<file path="src/rtl/ciot_pkg.sv">
// constants for the card i/o offset translation block
package ciot_pkg;

  // ------------------------------------------------------------
  // register indices (byte address is four times the index)
  // ------------------------------------------------------------
  localparam logic [5:0] IDX_MAP_ENABLE   = 6'h06;
  localparam logic [5:0] IDX_MAP0_STRT_LO = 6'h08;
  localparam logic [5:0] IDX_MAP0_STRT_HI = 6'h09;
  localparam logic [5:0] IDX_MAP0_END_LO  = 6'h0A;
  localparam logic [5:0] IDX_MAP0_END_HI  = 6'h0B;
  localparam logic [5:0] IDX_MAP1_STRT_LO = 6'h0C;
  localparam logic [5:0] IDX_MAP1_STRT_HI = 6'h0D;
  localparam logic [5:0] IDX_MAP1_END_LO  = 6'h0E;
  localparam logic [5:0] IDX_MAP1_END_HI  = 6'h0F;
  localparam logic [5:0] IDX_MAP0_OFF_LO  = 6'h36;
  localparam logic [5:0] IDX_MAP0_OFF_HI  = 6'h37;
  localparam logic [5:0] IDX_MAP1_OFF_LO  = 6'h38;
  localparam logic [5:0] IDX_MAP1_OFF_HI  = 6'h39;
  localparam logic [5:0] IDX_HIT_STATUS   = 6'h3A;

  // ------------------------------------------------------------
  // field layout and reset values
  // ------------------------------------------------------------
  localparam int unsigned IDX_LSB     = 2;
  localparam int unsigned IDX_MSB     = 7;
  localparam int unsigned NUM_MAPS    = 2;
  localparam int unsigned IO_ADDR_W   = 16;
  localparam logic [7:0]  RST_BYTE    = 8'h00;
  localparam logic [1:0]  RST_ENABLE  = 2'h0;
  localparam logic [1:0]  RESP_OKAY   = 2'h0;
  localparam logic [1:0]  RESP_SLVERR = 2'h2;

endpackage : ciot_pkg

</file>
<file path="src/rtl/ciot_map_if.sv">
// carrier between the register bank and one map translation unit
interface ciot_map_if;
  logic        en;
  logic [15:0] start;
  logic [15:0] stop;
  logic [15:0] offset;
  logic        hit;
  logic [15:0] card_addr;

  modport cfg  (output en, start, stop, offset, input hit, card_addr);
  modport unit (input en, start, stop, offset, output hit, card_addr);
endinterface : ciot_map_if

</file>
<file path="src/rtl/ciot_map_unit.sv">
// window compare and offset add for one i/o map
module ciot_map_unit
(
  input  wire logic [15:0] i_sys_addr,
  ciot_map_if.unit         map
);

  // ------------------------------------------------------------
  // window compare
  // ------------------------------------------------------------
  // inclusive window check
  assign map.hit = map.en && (i_sys_addr >= map.start)
                          && (i_sys_addr <= map.stop);

  // ------------------------------------------------------------
  // translation
  // ------------------------------------------------------------
  // add map offset
  assign map.card_addr = 16'(i_sys_addr + map.offset);

endmodule // ciot_map_unit

</file>
<file path="src/rtl/ciot_offset_bank.sv">
// card i/o offset register bank with axi4-lite slave and translation
module ciot_offset_bank
#(
  parameter int unsigned AXI_ADDR_W = 8
)
(
  input  wire logic                  i_core_clk,
  input  wire logic                  i_sys_rst,
  input  wire logic [AXI_ADDR_W-1:0] i_awaddr,
  input  wire logic                  i_awvalid,
  output      logic                  o_awready,
  input  wire logic [31:0]           i_wdata,
  input  wire logic [3:0]            i_wstrb,
  input  wire logic                  i_wvalid,
  output      logic                  o_wready,
  output      logic [1:0]            o_bresp,
  output      logic                  o_bvalid,
  input  wire logic                  i_bready,
  input  wire logic [AXI_ADDR_W-1:0] i_araddr,
  input  wire logic                  i_arvalid,
  output      logic                  o_arready,
  output      logic [31:0]           o_rdata,
  output      logic [1:0]            o_rresp,
  output      logic                  o_rvalid,
  input  wire logic                  i_rready,
  input  wire logic                  i_io_req,
  input  wire logic [15:0]           i_io_addr,
  output      logic                  o_card_req,
  output      logic [15:0]           o_card_addr,
  output      logic                  o_card_map,
  output      logic                  o_io_miss
);

  if (AXI_ADDR_W < 8)
  begin : g_chk
    $error("AXI_ADDR_W must be at least 8");
  end

  // ------------------------------------------------------------
  // register storage
  // ------------------------------------------------------------
  logic [1:0]  map_en_r;
  logic [7:0]  strt_lo_r [ciot_pkg::NUM_MAPS];
  logic [7:0]  strt_hi_r [ciot_pkg::NUM_MAPS];
  logic [7:0]  end_lo_r  [ciot_pkg::NUM_MAPS];
  logic [7:0]  end_hi_r  [ciot_pkg::NUM_MAPS];
  logic [7:0]  off_lo_r  [ciot_pkg::NUM_MAPS];
  logic [7:0]  off_hi_r  [ciot_pkg::NUM_MAPS];
  logic [1:0]  hit_stat_r;
  logic [1:0]  hits;

  // ------------------------------------------------------------
  // map units
  // ------------------------------------------------------------
  ciot_map_if maps [ciot_pkg::NUM_MAPS] ();

  for (genvar m = 0; m < ciot_pkg::NUM_MAPS; m++)
  begin : g_map
    assign maps[m].en     = map_en_r[m];
    assign maps[m].start  = {strt_hi_r[m], strt_lo_r[m]};
    assign maps[m].stop   = {end_hi_r[m], end_lo_r[m]};
    assign maps[m].offset = {off_hi_r[m], off_lo_r[m]};
    assign hits[m]        = maps[m].hit;
    ciot_map_unit u_map
    (
      .i_sys_addr (i_io_addr),
      .map        (maps[m])
    );
  end

  // ------------------------------------------------------------
  // axi4-lite write channel
  // ------------------------------------------------------------
  logic                  aw_held_r;
  logic                  w_held_r;
  logic [5:0]            wr_idx_r;
  logic [7:0]            wr_byte_r;
  logic                  wr_lane_r;
  logic                  bvalid_r;
  logic [1:0]            bresp_r;
  logic                  wr_fire;
  logic                  wr_hit;

  assign o_awready = !aw_held_r && !bvalid_r;
  assign o_wready  = !w_held_r && !bvalid_r;
  assign o_bvalid  = bvalid_r;
  assign o_bresp   = bresp_r;
  assign wr_fire   = aw_held_r && w_held_r && !bvalid_r;

  always_ff @(posedge i_core_clk)
  begin
    if (i_sys_rst)
    begin
      aw_held_r <= 1'b0;
      w_held_r  <= 1'b0;
      wr_idx_r  <= 6'h00;
      wr_byte_r <= ciot_pkg::RST_BYTE;
      wr_lane_r <= 1'b0;
    end
    else
    begin
      if (i_awvalid && o_awready)
      begin
        aw_held_r <= 1'b1;
        wr_idx_r  <= i_awaddr[ciot_pkg::IDX_MSB:ciot_pkg::IDX_LSB];
      end
      else if (wr_fire)
        aw_held_r <= 1'b0;
      if (i_wvalid && o_wready)
      begin
        w_held_r  <= 1'b1;
        wr_byte_r <= i_wdata[7:0];
        wr_lane_r <= i_wstrb[0];
      end
      else if (wr_fire)
        w_held_r <= 1'b0;
    end
  end

  // decode of indices that answer a write with okay (hit status included)
  always_comb
  begin
    case (wr_idx_r)
      ciot_pkg::IDX_MAP_ENABLE,
      ciot_pkg::IDX_MAP0_STRT_LO, ciot_pkg::IDX_MAP0_STRT_HI,
      ciot_pkg::IDX_MAP0_END_LO,  ciot_pkg::IDX_MAP0_END_HI,
      ciot_pkg::IDX_MAP1_STRT_LO, ciot_pkg::IDX_MAP1_STRT_HI,
      ciot_pkg::IDX_MAP1_END_LO,  ciot_pkg::IDX_MAP1_END_HI,
      ciot_pkg::IDX_MAP0_OFF_LO,  ciot_pkg::IDX_MAP0_OFF_HI,
      ciot_pkg::IDX_MAP1_OFF_LO,  ciot_pkg::IDX_MAP1_OFF_HI,
      ciot_pkg::IDX_HIT_STATUS:  wr_hit = 1'b1;
      default:                   wr_hit = 1'b0;
    endcase
  end

  always_ff @(posedge i_core_clk)
  begin
    if (i_sys_rst)
    begin
      bvalid_r <= 1'b0;
      bresp_r  <= ciot_pkg::RESP_OKAY;
    end
    else if (wr_fire)
    begin
      bvalid_r <= 1'b1;
      bresp_r  <= wr_hit ? ciot_pkg::RESP_OKAY : ciot_pkg::RESP_SLVERR;
    end
    else if (i_bready)
      bvalid_r <= 1'b0;
  end

  // ------------------------------------------------------------
  // register writes
  // ------------------------------------------------------------
  always_ff @(posedge i_core_clk)
  begin
    if (i_sys_rst)
    begin
      map_en_r <= ciot_pkg::RST_ENABLE;
      for (int m = 0; m < ciot_pkg::NUM_MAPS; m++)
      begin
        strt_lo_r[m] <= ciot_pkg::RST_BYTE;
        strt_hi_r[m] <= ciot_pkg::RST_BYTE;
        end_lo_r[m]  <= ciot_pkg::RST_BYTE;
        end_hi_r[m]  <= ciot_pkg::RST_BYTE;
        off_lo_r[m]  <= ciot_pkg::RST_BYTE;
        off_hi_r[m]  <= ciot_pkg::RST_BYTE;
      end
    end
    else if (wr_fire && wr_lane_r)
    begin
      case (wr_idx_r)
        ciot_pkg::IDX_MAP_ENABLE:   map_en_r     <= wr_byte_r[1:0];
        ciot_pkg::IDX_MAP0_STRT_LO: strt_lo_r[0] <= wr_byte_r;
        ciot_pkg::IDX_MAP0_STRT_HI: strt_hi_r[0] <= wr_byte_r;
        ciot_pkg::IDX_MAP0_END_LO:  end_lo_r[0]  <= wr_byte_r;
        ciot_pkg::IDX_MAP0_END_HI:  end_hi_r[0]  <= wr_byte_r;
        ciot_pkg::IDX_MAP1_STRT_LO: strt_lo_r[1] <= wr_byte_r;
        ciot_pkg::IDX_MAP1_STRT_HI: strt_hi_r[1] <= wr_byte_r;
        ciot_pkg::IDX_MAP1_END_LO:  end_lo_r[1]  <= wr_byte_r;
        ciot_pkg::IDX_MAP1_END_HI:  end_hi_r[1]  <= wr_byte_r;
        ciot_pkg::IDX_MAP0_OFF_LO:  off_lo_r[0]  <= wr_byte_r;
        ciot_pkg::IDX_MAP1_OFF_LO:  off_lo_r[1]  <= wr_byte_r;
        ciot_pkg::IDX_MAP0_OFF_HI:  off_hi_r[0]  <= wr_byte_r;
        ciot_pkg::IDX_MAP1_OFF_HI:  off_hi_r[1]  <= wr_byte_r;
        default:                    map_en_r     <= map_en_r;
      endcase
    end
  end

  // ------------------------------------------------------------
  // axi4-lite read channel
  // ------------------------------------------------------------
  logic        rvalid_r;
  logic [31:0] rdata_r;
  logic [1:0]  rresp_r;
  logic [7:0]  rd_byte;
  logic        rd_hit;
  logic [5:0]  rd_idx;

  assign o_arready = !rvalid_r;
  assign o_rvalid  = rvalid_r;
  assign o_rdata   = rdata_r;
  assign o_rresp   = rresp_r;
  assign rd_idx    = i_araddr[ciot_pkg::IDX_MSB:ciot_pkg::IDX_LSB];

  always_comb
  begin
    rd_hit = 1'b1;
    case (rd_idx)
      ciot_pkg::IDX_MAP_ENABLE:   rd_byte = {6'h00, map_en_r};
      ciot_pkg::IDX_MAP0_STRT_LO: rd_byte = strt_lo_r[0];
      ciot_pkg::IDX_MAP0_STRT_HI: rd_byte = strt_hi_r[0];
      ciot_pkg::IDX_MAP0_END_LO:  rd_byte = end_lo_r[0];
      ciot_pkg::IDX_MAP0_END_HI:  rd_byte = end_hi_r[0];
      ciot_pkg::IDX_MAP1_STRT_LO: rd_byte = strt_lo_r[1];
      ciot_pkg::IDX_MAP1_STRT_HI: rd_byte = strt_hi_r[1];
      ciot_pkg::IDX_MAP1_END_LO:  rd_byte = end_lo_r[1];
      ciot_pkg::IDX_MAP1_END_HI:  rd_byte = end_hi_r[1];
      ciot_pkg::IDX_MAP0_OFF_LO:  rd_byte = off_lo_r[0];
      ciot_pkg::IDX_MAP0_OFF_HI:  rd_byte = off_hi_r[0];
      ciot_pkg::IDX_MAP1_OFF_LO:  rd_byte = off_lo_r[1];
      ciot_pkg::IDX_MAP1_OFF_HI:  rd_byte = off_hi_r[1];
      ciot_pkg::IDX_HIT_STATUS:   rd_byte = {6'h00, hit_stat_r};
      default:
      begin
        rd_byte = 8'h00;
        rd_hit  = 1'b0;
      end
    endcase
  end

  always_ff @(posedge i_core_clk)
  begin
    if (i_sys_rst)
    begin
      rvalid_r <= 1'b0;
      rdata_r  <= 32'h0000_0000;
      rresp_r  <= ciot_pkg::RESP_OKAY;
    end
    else if (i_arvalid && o_arready)
    begin
      rvalid_r <= 1'b1;
      rdata_r  <= {24'h00_0000, rd_byte};
      rresp_r  <= rd_hit ? ciot_pkg::RESP_OKAY : ciot_pkg::RESP_SLVERR;
    end
    else if (i_rready)
      rvalid_r <= 1'b0;
  end

  // ------------------------------------------------------------
  // translated access output
  // ------------------------------------------------------------
  // map 0 wins when windows overlap
  always_ff @(posedge i_core_clk)
  begin
    if (i_sys_rst)
    begin
      o_card_req  <= 1'b0;
      o_io_miss   <= 1'b0;
      o_card_addr <= 16'h0000;
      o_card_map  <= 1'b0;
      hit_stat_r  <= 2'h0;
    end
    else
    begin
      o_card_req <= i_io_req && (hits != 2'h0);
      o_io_miss  <= i_io_req && (hits == 2'h0);
      if (i_io_req)
      begin
        hit_stat_r <= hits;
        o_card_map <= !hits[0] && hits[1];
        o_card_addr <= hits[0] ? maps[0].card_addr : maps[1].card_addr;
      end
    end
  end

endmodule // ciot_offset_bank

</file>
<file path="config.mk">
export PLATFORM = sky130hd
export DESIGN_NAME = ciot_offset_bank
export DESIGN_NICKNAME = d
export VERILOG_FILES = /design/src/rtl/ciot_pkg.sv /design/src/rtl/ciot_map_if.sv /design/src/rtl/ciot_map_unit.sv /design/src/rtl/ciot_offset_bank.sv
export SDC_FILE = /design/constraint.sdc
export NUM_CORES = 1
export LEC_CHECK = 0
export CORE_MARGIN = 2
export CORE_UTILIZATION = 45
export CTS_CLUSTER_SIZE = 40
export DETAILED_ROUTE_END_ITERATION = 12
export DONT_BUFFER_PORTS = 1
export PLACE_DENSITY = 0.74
export SLEW_MARGIN = 40
export SYNTH_ARGS = -nofsm -noshare
export SYNTH_HDL_FRONTEND = slang
export SYNTH_SLANG_ARGS = --single-unit
</file>
<file path="constraint.sdc">
create_clock -name i_core_clk -period 5 [get_ports i_core_clk]
set_input_delay 1 -clock i_core_clk [delete_from_list [all_inputs] [get_ports i_core_clk]]
set_output_delay 1 -clock i_core_clk [all_outputs]
set_load 0.005 [all_outputs]
</file>
# == After elaboration in Yosys (flattened, before gate mapping) ==
# Memories as Yosys holds them, arrays and structs flattened. A register that Yosys moved wholly into a read port is not among the register bits.
# Cells that the tools add are included.
# W data, S select, Z words.
# op_classes
n_lt_le_gt_ge,4
n_eq_ne,27
n_addsub,2
n_reduce_logical,28
bitwise_logic,12
mux,76
# ops
op,count
$pmux W8 S14,1
$eq A6 B4 Y1 const B,16
$mux W8,12
$mux W1,58
$eq A6 B6 Y1 const B,9
$add A16 B16 Y16,2
$ge A16 B16 Y1,2
$le A16 B16 Y1,2
$mux W16,1
$logic_and A1 B1 Y1,15
$reduce_or A14 Y1,1
$eq A6 B3 Y1 const B,2
$mux W6,2
$or A1 B1 Y1,12
$reduce_bool A2 Y1,5
$logic_not A1 Y1,5
$mux W2,2
$logic_not A2 Y1,1
$reduce_and A2 Y1,1
# word_totals
output_inout_bits,60
memories,7
mem_bits_ro,64
word_cells,172
ramBits,96
regBits,54
input_bits,76
# memory_table
name,depth,width,read_ports,rd_clocked_by_memory_dff,wr,line_no,rtl
(name not given),64,1,1,1,0,ciot_offset_bank.sv:123,case (wr_idx_r)
end_hi_r,2,8,2,0,2,ciot_offset_bank.sv:46,logic [7:0] end_hi_r [ciot_pkg::NUM_MAPS];
end_lo_r,2,8,2,0,2,ciot_offset_bank.sv:45,logic [7:0] end_lo_r [ciot_pkg::NUM_MAPS];
off_hi_r,2,8,2,0,2,ciot_offset_bank.sv:48,logic [7:0] off_hi_r [ciot_pkg::NUM_MAPS];
off_lo_r,2,8,2,0,2,ciot_offset_bank.sv:47,logic [7:0] off_lo_r [ciot_pkg::NUM_MAPS];
strt_hi_r,2,8,2,0,2,ciot_offset_bank.sv:44,logic [7:0] strt_hi_r [ciot_pkg::NUM_MAPS];
+1 memories,n/a,n/a,n/a,n/a,n/a,n/a,

# == Longest topological paths before layout ==
# depth
depth_word,7
mapped_depth,23

# == Hierarchy ==
# A second synthesis with hierarchy kept.
# hier_totals
hier_cells,952
hier_area_um2,9628.0
# by_module_without_submodules
mod,instances,area_each_um2,cells_each,seq_area_each_um2
ciot_offset_bank,1,6677.7,564,3943.8
ciot_map_unit,2,1475.2,194,0.0

# == Worst setup path after synthesis ==
# No wires, ideal clock.
# synth_timing
kind,input to register
start,input port i_io_addr[13]
end,register o_card_addr[15]
setup_time_ns,0.141
arrival_time_ns,4.647
path_stages,19
path_buffers,2
t_required_ns,4.859
path_slack_ns,0.212
cell_sequence,ha_1 and4_1 nand2_1 or4_1 a21o_1 buf_6 clkinv_1 buf_1 nand2_1 nand2_1 ha_1 a211o_1 a21oi_1 o31ai_1 o21a_1 and4_1 a2111oi_0 or4_1 o311ai_1
# synth_between
elab_chain_len,4
elab_cells_between_ends,7
cone_classes,2 x add/sub; 2 x order compare; 1 x mux; 2 x reduce/logical
# synth_rtl
item,line_no,rtl
from (decl),ciot_offset_bank.sv:27,"input wire logic [15:0] i_io_addr,"
$ge A16 B16 Y1,ciot_map_unit.sv:12,assign map.hit = map.en && (i_sys_addr >= map.start)
$logic_and A1 B1 Y1,ciot_map_unit.sv:12,
$logic_and A1 B1 Y1,ciot_map_unit.sv:13,&& (i_sys_addr <= map.stop);
$mux W16 (*),ciot_offset_bank.sv:273,o_card_addr <= hits[0] ? maps[0].card_addr : maps[1].card_addr;
to (signal assigned),ciot_offset_bank.sv:273,
to (decl),ciot_offset_bank.sv:29,"output logic [15:0] o_card_addr,"
# Every way passes the cells marked *; elsewhere a longest branch is shown, timed or not.
# A chain may end at the register's enable or synchronous reset.

# == Worst setup path in the final report ==
# layout_timing
start,input port i_io_addr[2]
end,register o_card_addr[14]
# The elaborated chain is that of the path after synthesis.

==> impl_metrics.yaml <==
outcome:
  outcome: "complete, no violations"
power_and_ir_drop:
  cellLeakagePower_nw: 3.96
  vdd_ir_drop_max_mv: 0.227
  p_per_area_nw_per_um2: 318
finish:
  layout.nets: 1056
  layout_commonest_cell: "nand2_1"
  drive_gt1_share_pct: 6.58
  area_growth_pct: 10.3
  fillers: 1703
  final_cell_mix: "nand2_1 (100), edfxtp_1 (96), ha_1 (79)"
  diodes: 0
  multiInputGateArea_um2: 4250
  regArea_um2: 3940
  post-route-util_pct: 50.8
clock_network:
  clk_pin_slew_worst_paths_ps: 60
  cts_buffers: 17
  clock_sinks: 149
  cts_max_level: 4
  clk_latency_ps: 430
  root_buffer: "clkbuf_16"
  postCtsSetupRepairBufs: 0
  cts_tree: "done"
  cts.path.max_buffers: 2
yosys:
  synth_top_flop_cell: "edfxtp_1"
  netlist_area_um2: 8640
  postSynthAreaPerCell_um2: 9.80
  synth-warning-count: 0
  synthCells: 882
  seq_area_frac_synth_pct: 45.6
  synth_area_leaders: "edfxtp_1 (33%), dfxtp_1 (12%), ha_1 (11%), nand2_1 (4.3%), and2_1 (3.8%)"
  async_flop_share_pct: 0
  post-synth-top-area-cell: "edfxtp_1"
  ys_ff_latch: 149
  synth_edf_count: 96
  synth_top_area_share_pct: 33.4
  synth.distinct_cells: 57
sta:
  finalCritPeriodShare_pct: 92.6
  setup_viol_count_final: 0
  maxSlewViolCount: 0
  fin_skew_ps: 11.1
  rsz0062_at_grt: "no"
  slew_headroom_pct: 45.9
  hold_viol_final: 0
  finalSetupTns_ps: 0
  min_period_ps: 4630
  tightestPinTransition_ps: 810
  timing.fmax_mhz: 216
floorplanning:
  die_h_um: 143
  coreArea_um2: 18800
  fp.dieArea_um2: 20300
  io-pin-count: 136
  rows: 50
  start_util_pct: 46.0
  fp.dieW_um: 143
detailed_routing:
  vias: 6560
  drc: 0
  avgRoutedWirePerCell_um: 20.3
  vias_per_cell: 5.72
  drt_first_pass_iters: 6
  routed_wl_mm: 23.3
  drtIter0Drc: 654
  postRouteAntennaNets: 0
hold_path:
  worstHoldPathType: "flip-flop to flip-flop"
  hold-path-cell-count: 1
  whs_endpoint: "o_bresp[1]$_SDFFE_PP0P_"
  min_from: "wr_hit$_DFF_P_"
setup_path:
  crit_required_ps: 5310
  reg2reg_from: "end_hi_r[0][5]$_DFFE_PP_"
  rr_worst_depth: 20
  critPathSlowestCell: "fa_1"
  timing.rr.end: "o_card_addr[14]$_SDFFE_PP0P_"
  slowest_delay_ps: 410
  worst_ep_arrival_time_ps: 4940
  r2r_slack_ps: 480
  critPathKind: "input pin to flip-flop"
  crit_path_max_fanout: 5
  crit_path_start_kind: "input pin"
  cp_cell_sequence: "ha_1 > a211oi_1 > o21ai_1 > a21oi_1 > nor4_1 > o22ai_1 > a21o_1 > clkinv_1 > nand2_1 > nand2_1 > ha_1 > fa_1 > a21o_1 > a21oi_1 > nor2b_1 > o41ai_1 > o21ai_0 > o21ai_1 > o21ai_0 > xnor2_1 > o22ai_1"
  end_kind: "flip-flop"
grt:
  antenna_found_initial: 0
  grt_max_degree: 69
  grt_pass1_wl_mm: 34.3
  grt_pass1_vias: 6040
  overflow: 0
  grtUsageTotal_pct: 23.1
placed_design:
  hpwl_mm: 18.6
  gp_congestion: 0.975
  port_buffers: 0
job:
  maxCapViolCount: 0
## layout make-up
cell class              count  share of cell area (%)
flip-flops and latches    149                    41.4
repair buffers             23                    1.81
inverters                  76                    2.99
clock buffers              20                    4.58
multi-input cells         633                    44.5
clock inverters            11                    1.65
well taps                 234                    3.07
## synth_stat cells, types with 9 or more instances
master / n
a211oi_1: 13
a21o_1: 12
a21oi_1: 53
a22oi_1: 9
and2_1: 53
buf_4: 26
clkbuf_1: 17
dfxtp_1: 53
edfxtp_1: 96
ha_1: 79
inv_1: 75
mux2i_1: 28
nand2_1: 100
nand2b_1: 11
nand3_1: 9
nor2_1: 75
nor2b_1: 11
nor3_1: 13
o21ai_0: 28
o21bai_1: 13
xnor2_1: 11
## sequential cells by signal, summed over array words and instances (netlist names), 2 cells and up
name	cells
strt_lo_r	16
strt_hi_r	16
off_hi_r	16
wr_idx_r	6
map_en_r	2
hit_stat_r	2
off_lo_r	16
end_lo_r	16
o_card_addr	16
o_rdata	8
wr_byte_r	8
end_hi_r	16
## metal layers
| layer | track usage, % | share of wire, % | up-vias |
|---|---|---|---|
| met5 | 0 | 0 | - |
| met4 | 9.95 | 3.6 | 0 |
| met3 | 6.02 | 9.7 | 56 |
| met2 | 34.9 | 44 | 320 |
| met1 | 31.3 | 42 | 3058 |
| li1 | - | - | 3126 |
## kinds of logic (layout without fill, tap and decap cells)
group | count (synthesis) | in the layout | synth area share, %
DFF | 149 | 149 | 45.6
other | 1 | 26 | 0.0434
xor gates and xnor gates | 11 | 11 | 1.11
adders and majority gates | 80 | 80 | 11.7
and+or+nand+nor | 298 | 298 | 16.5
muxes | 32 | 32 | 4.29
buffers and inverters | 125 | 130 | 6.65
AOI/OAI and AO/OA | 186 | 186 | 14.1
## report_power, final
group          leakage [nW]  internal [mW]  switching [mW]
sequential             1.43           1.36          0.0602
combinational          2.24          0.137           0.167
clock                 0.288          0.826           0.479
total                  3.96           2.33           0.705
## how the worst max path moves through the flow
stage                              from                      endpoint  depth (start not counted)
after global placement     i_io_addr[2]  o_card_addr[15]$_SDFFE_PP0P_                         21
after global routing       i_io_addr[2]  o_card_addr[15]$_SDFFE_PP0P_                         21
after floorplan           i_io_addr[13]  o_card_addr[15]$_SDFFE_PP0P_                         19
after CTS                  i_io_addr[2]  o_card_addr[15]$_SDFFE_PP0P_                         21
final                      i_io_addr[2]  o_card_addr[14]$_SDFFE_PP0P_                         21
after detailed placement   i_io_addr[2]  o_card_addr[15]$_SDFFE_PP0P_                         21
## through the flow
step / instances / hold WS (ps) / power, mW / setup slack [ps] / instance area [µm²]
after CTS: 1146 / 407 / 3.04 / 312 / 9520
after floorplan: 907 / 390 / 1.68 / 212 / 8740
after global placement: 1115 / 388 / 1.74 / -34.2 / 8910
after detailed placement: 1115 / 395 / 1.75 / -136 / 8930
after global routing: 1146 / 425 / 3.14 / 50.1 / 9540
final: 1146 / 404 / 3.03 / 370 / 9540
## critical path, delay by kind of cell
kind | cells | cell delay [ps]
XOR/XNOR | 1 | 160
AO/OA/AOI/OAI | 12 | 2380
AND/OR/NAND/NOR | 4 | 330
adder cells (fa/ha/maj) | 3 | 920
buffers and inverters | 1 | 140
## what timing repair did
item,4_1_cts,5_1_grt
setup endpoints to repair,0,1
hold buffers,0,0
resized for setup,0,1
Power figures use the tool's default switching activity.
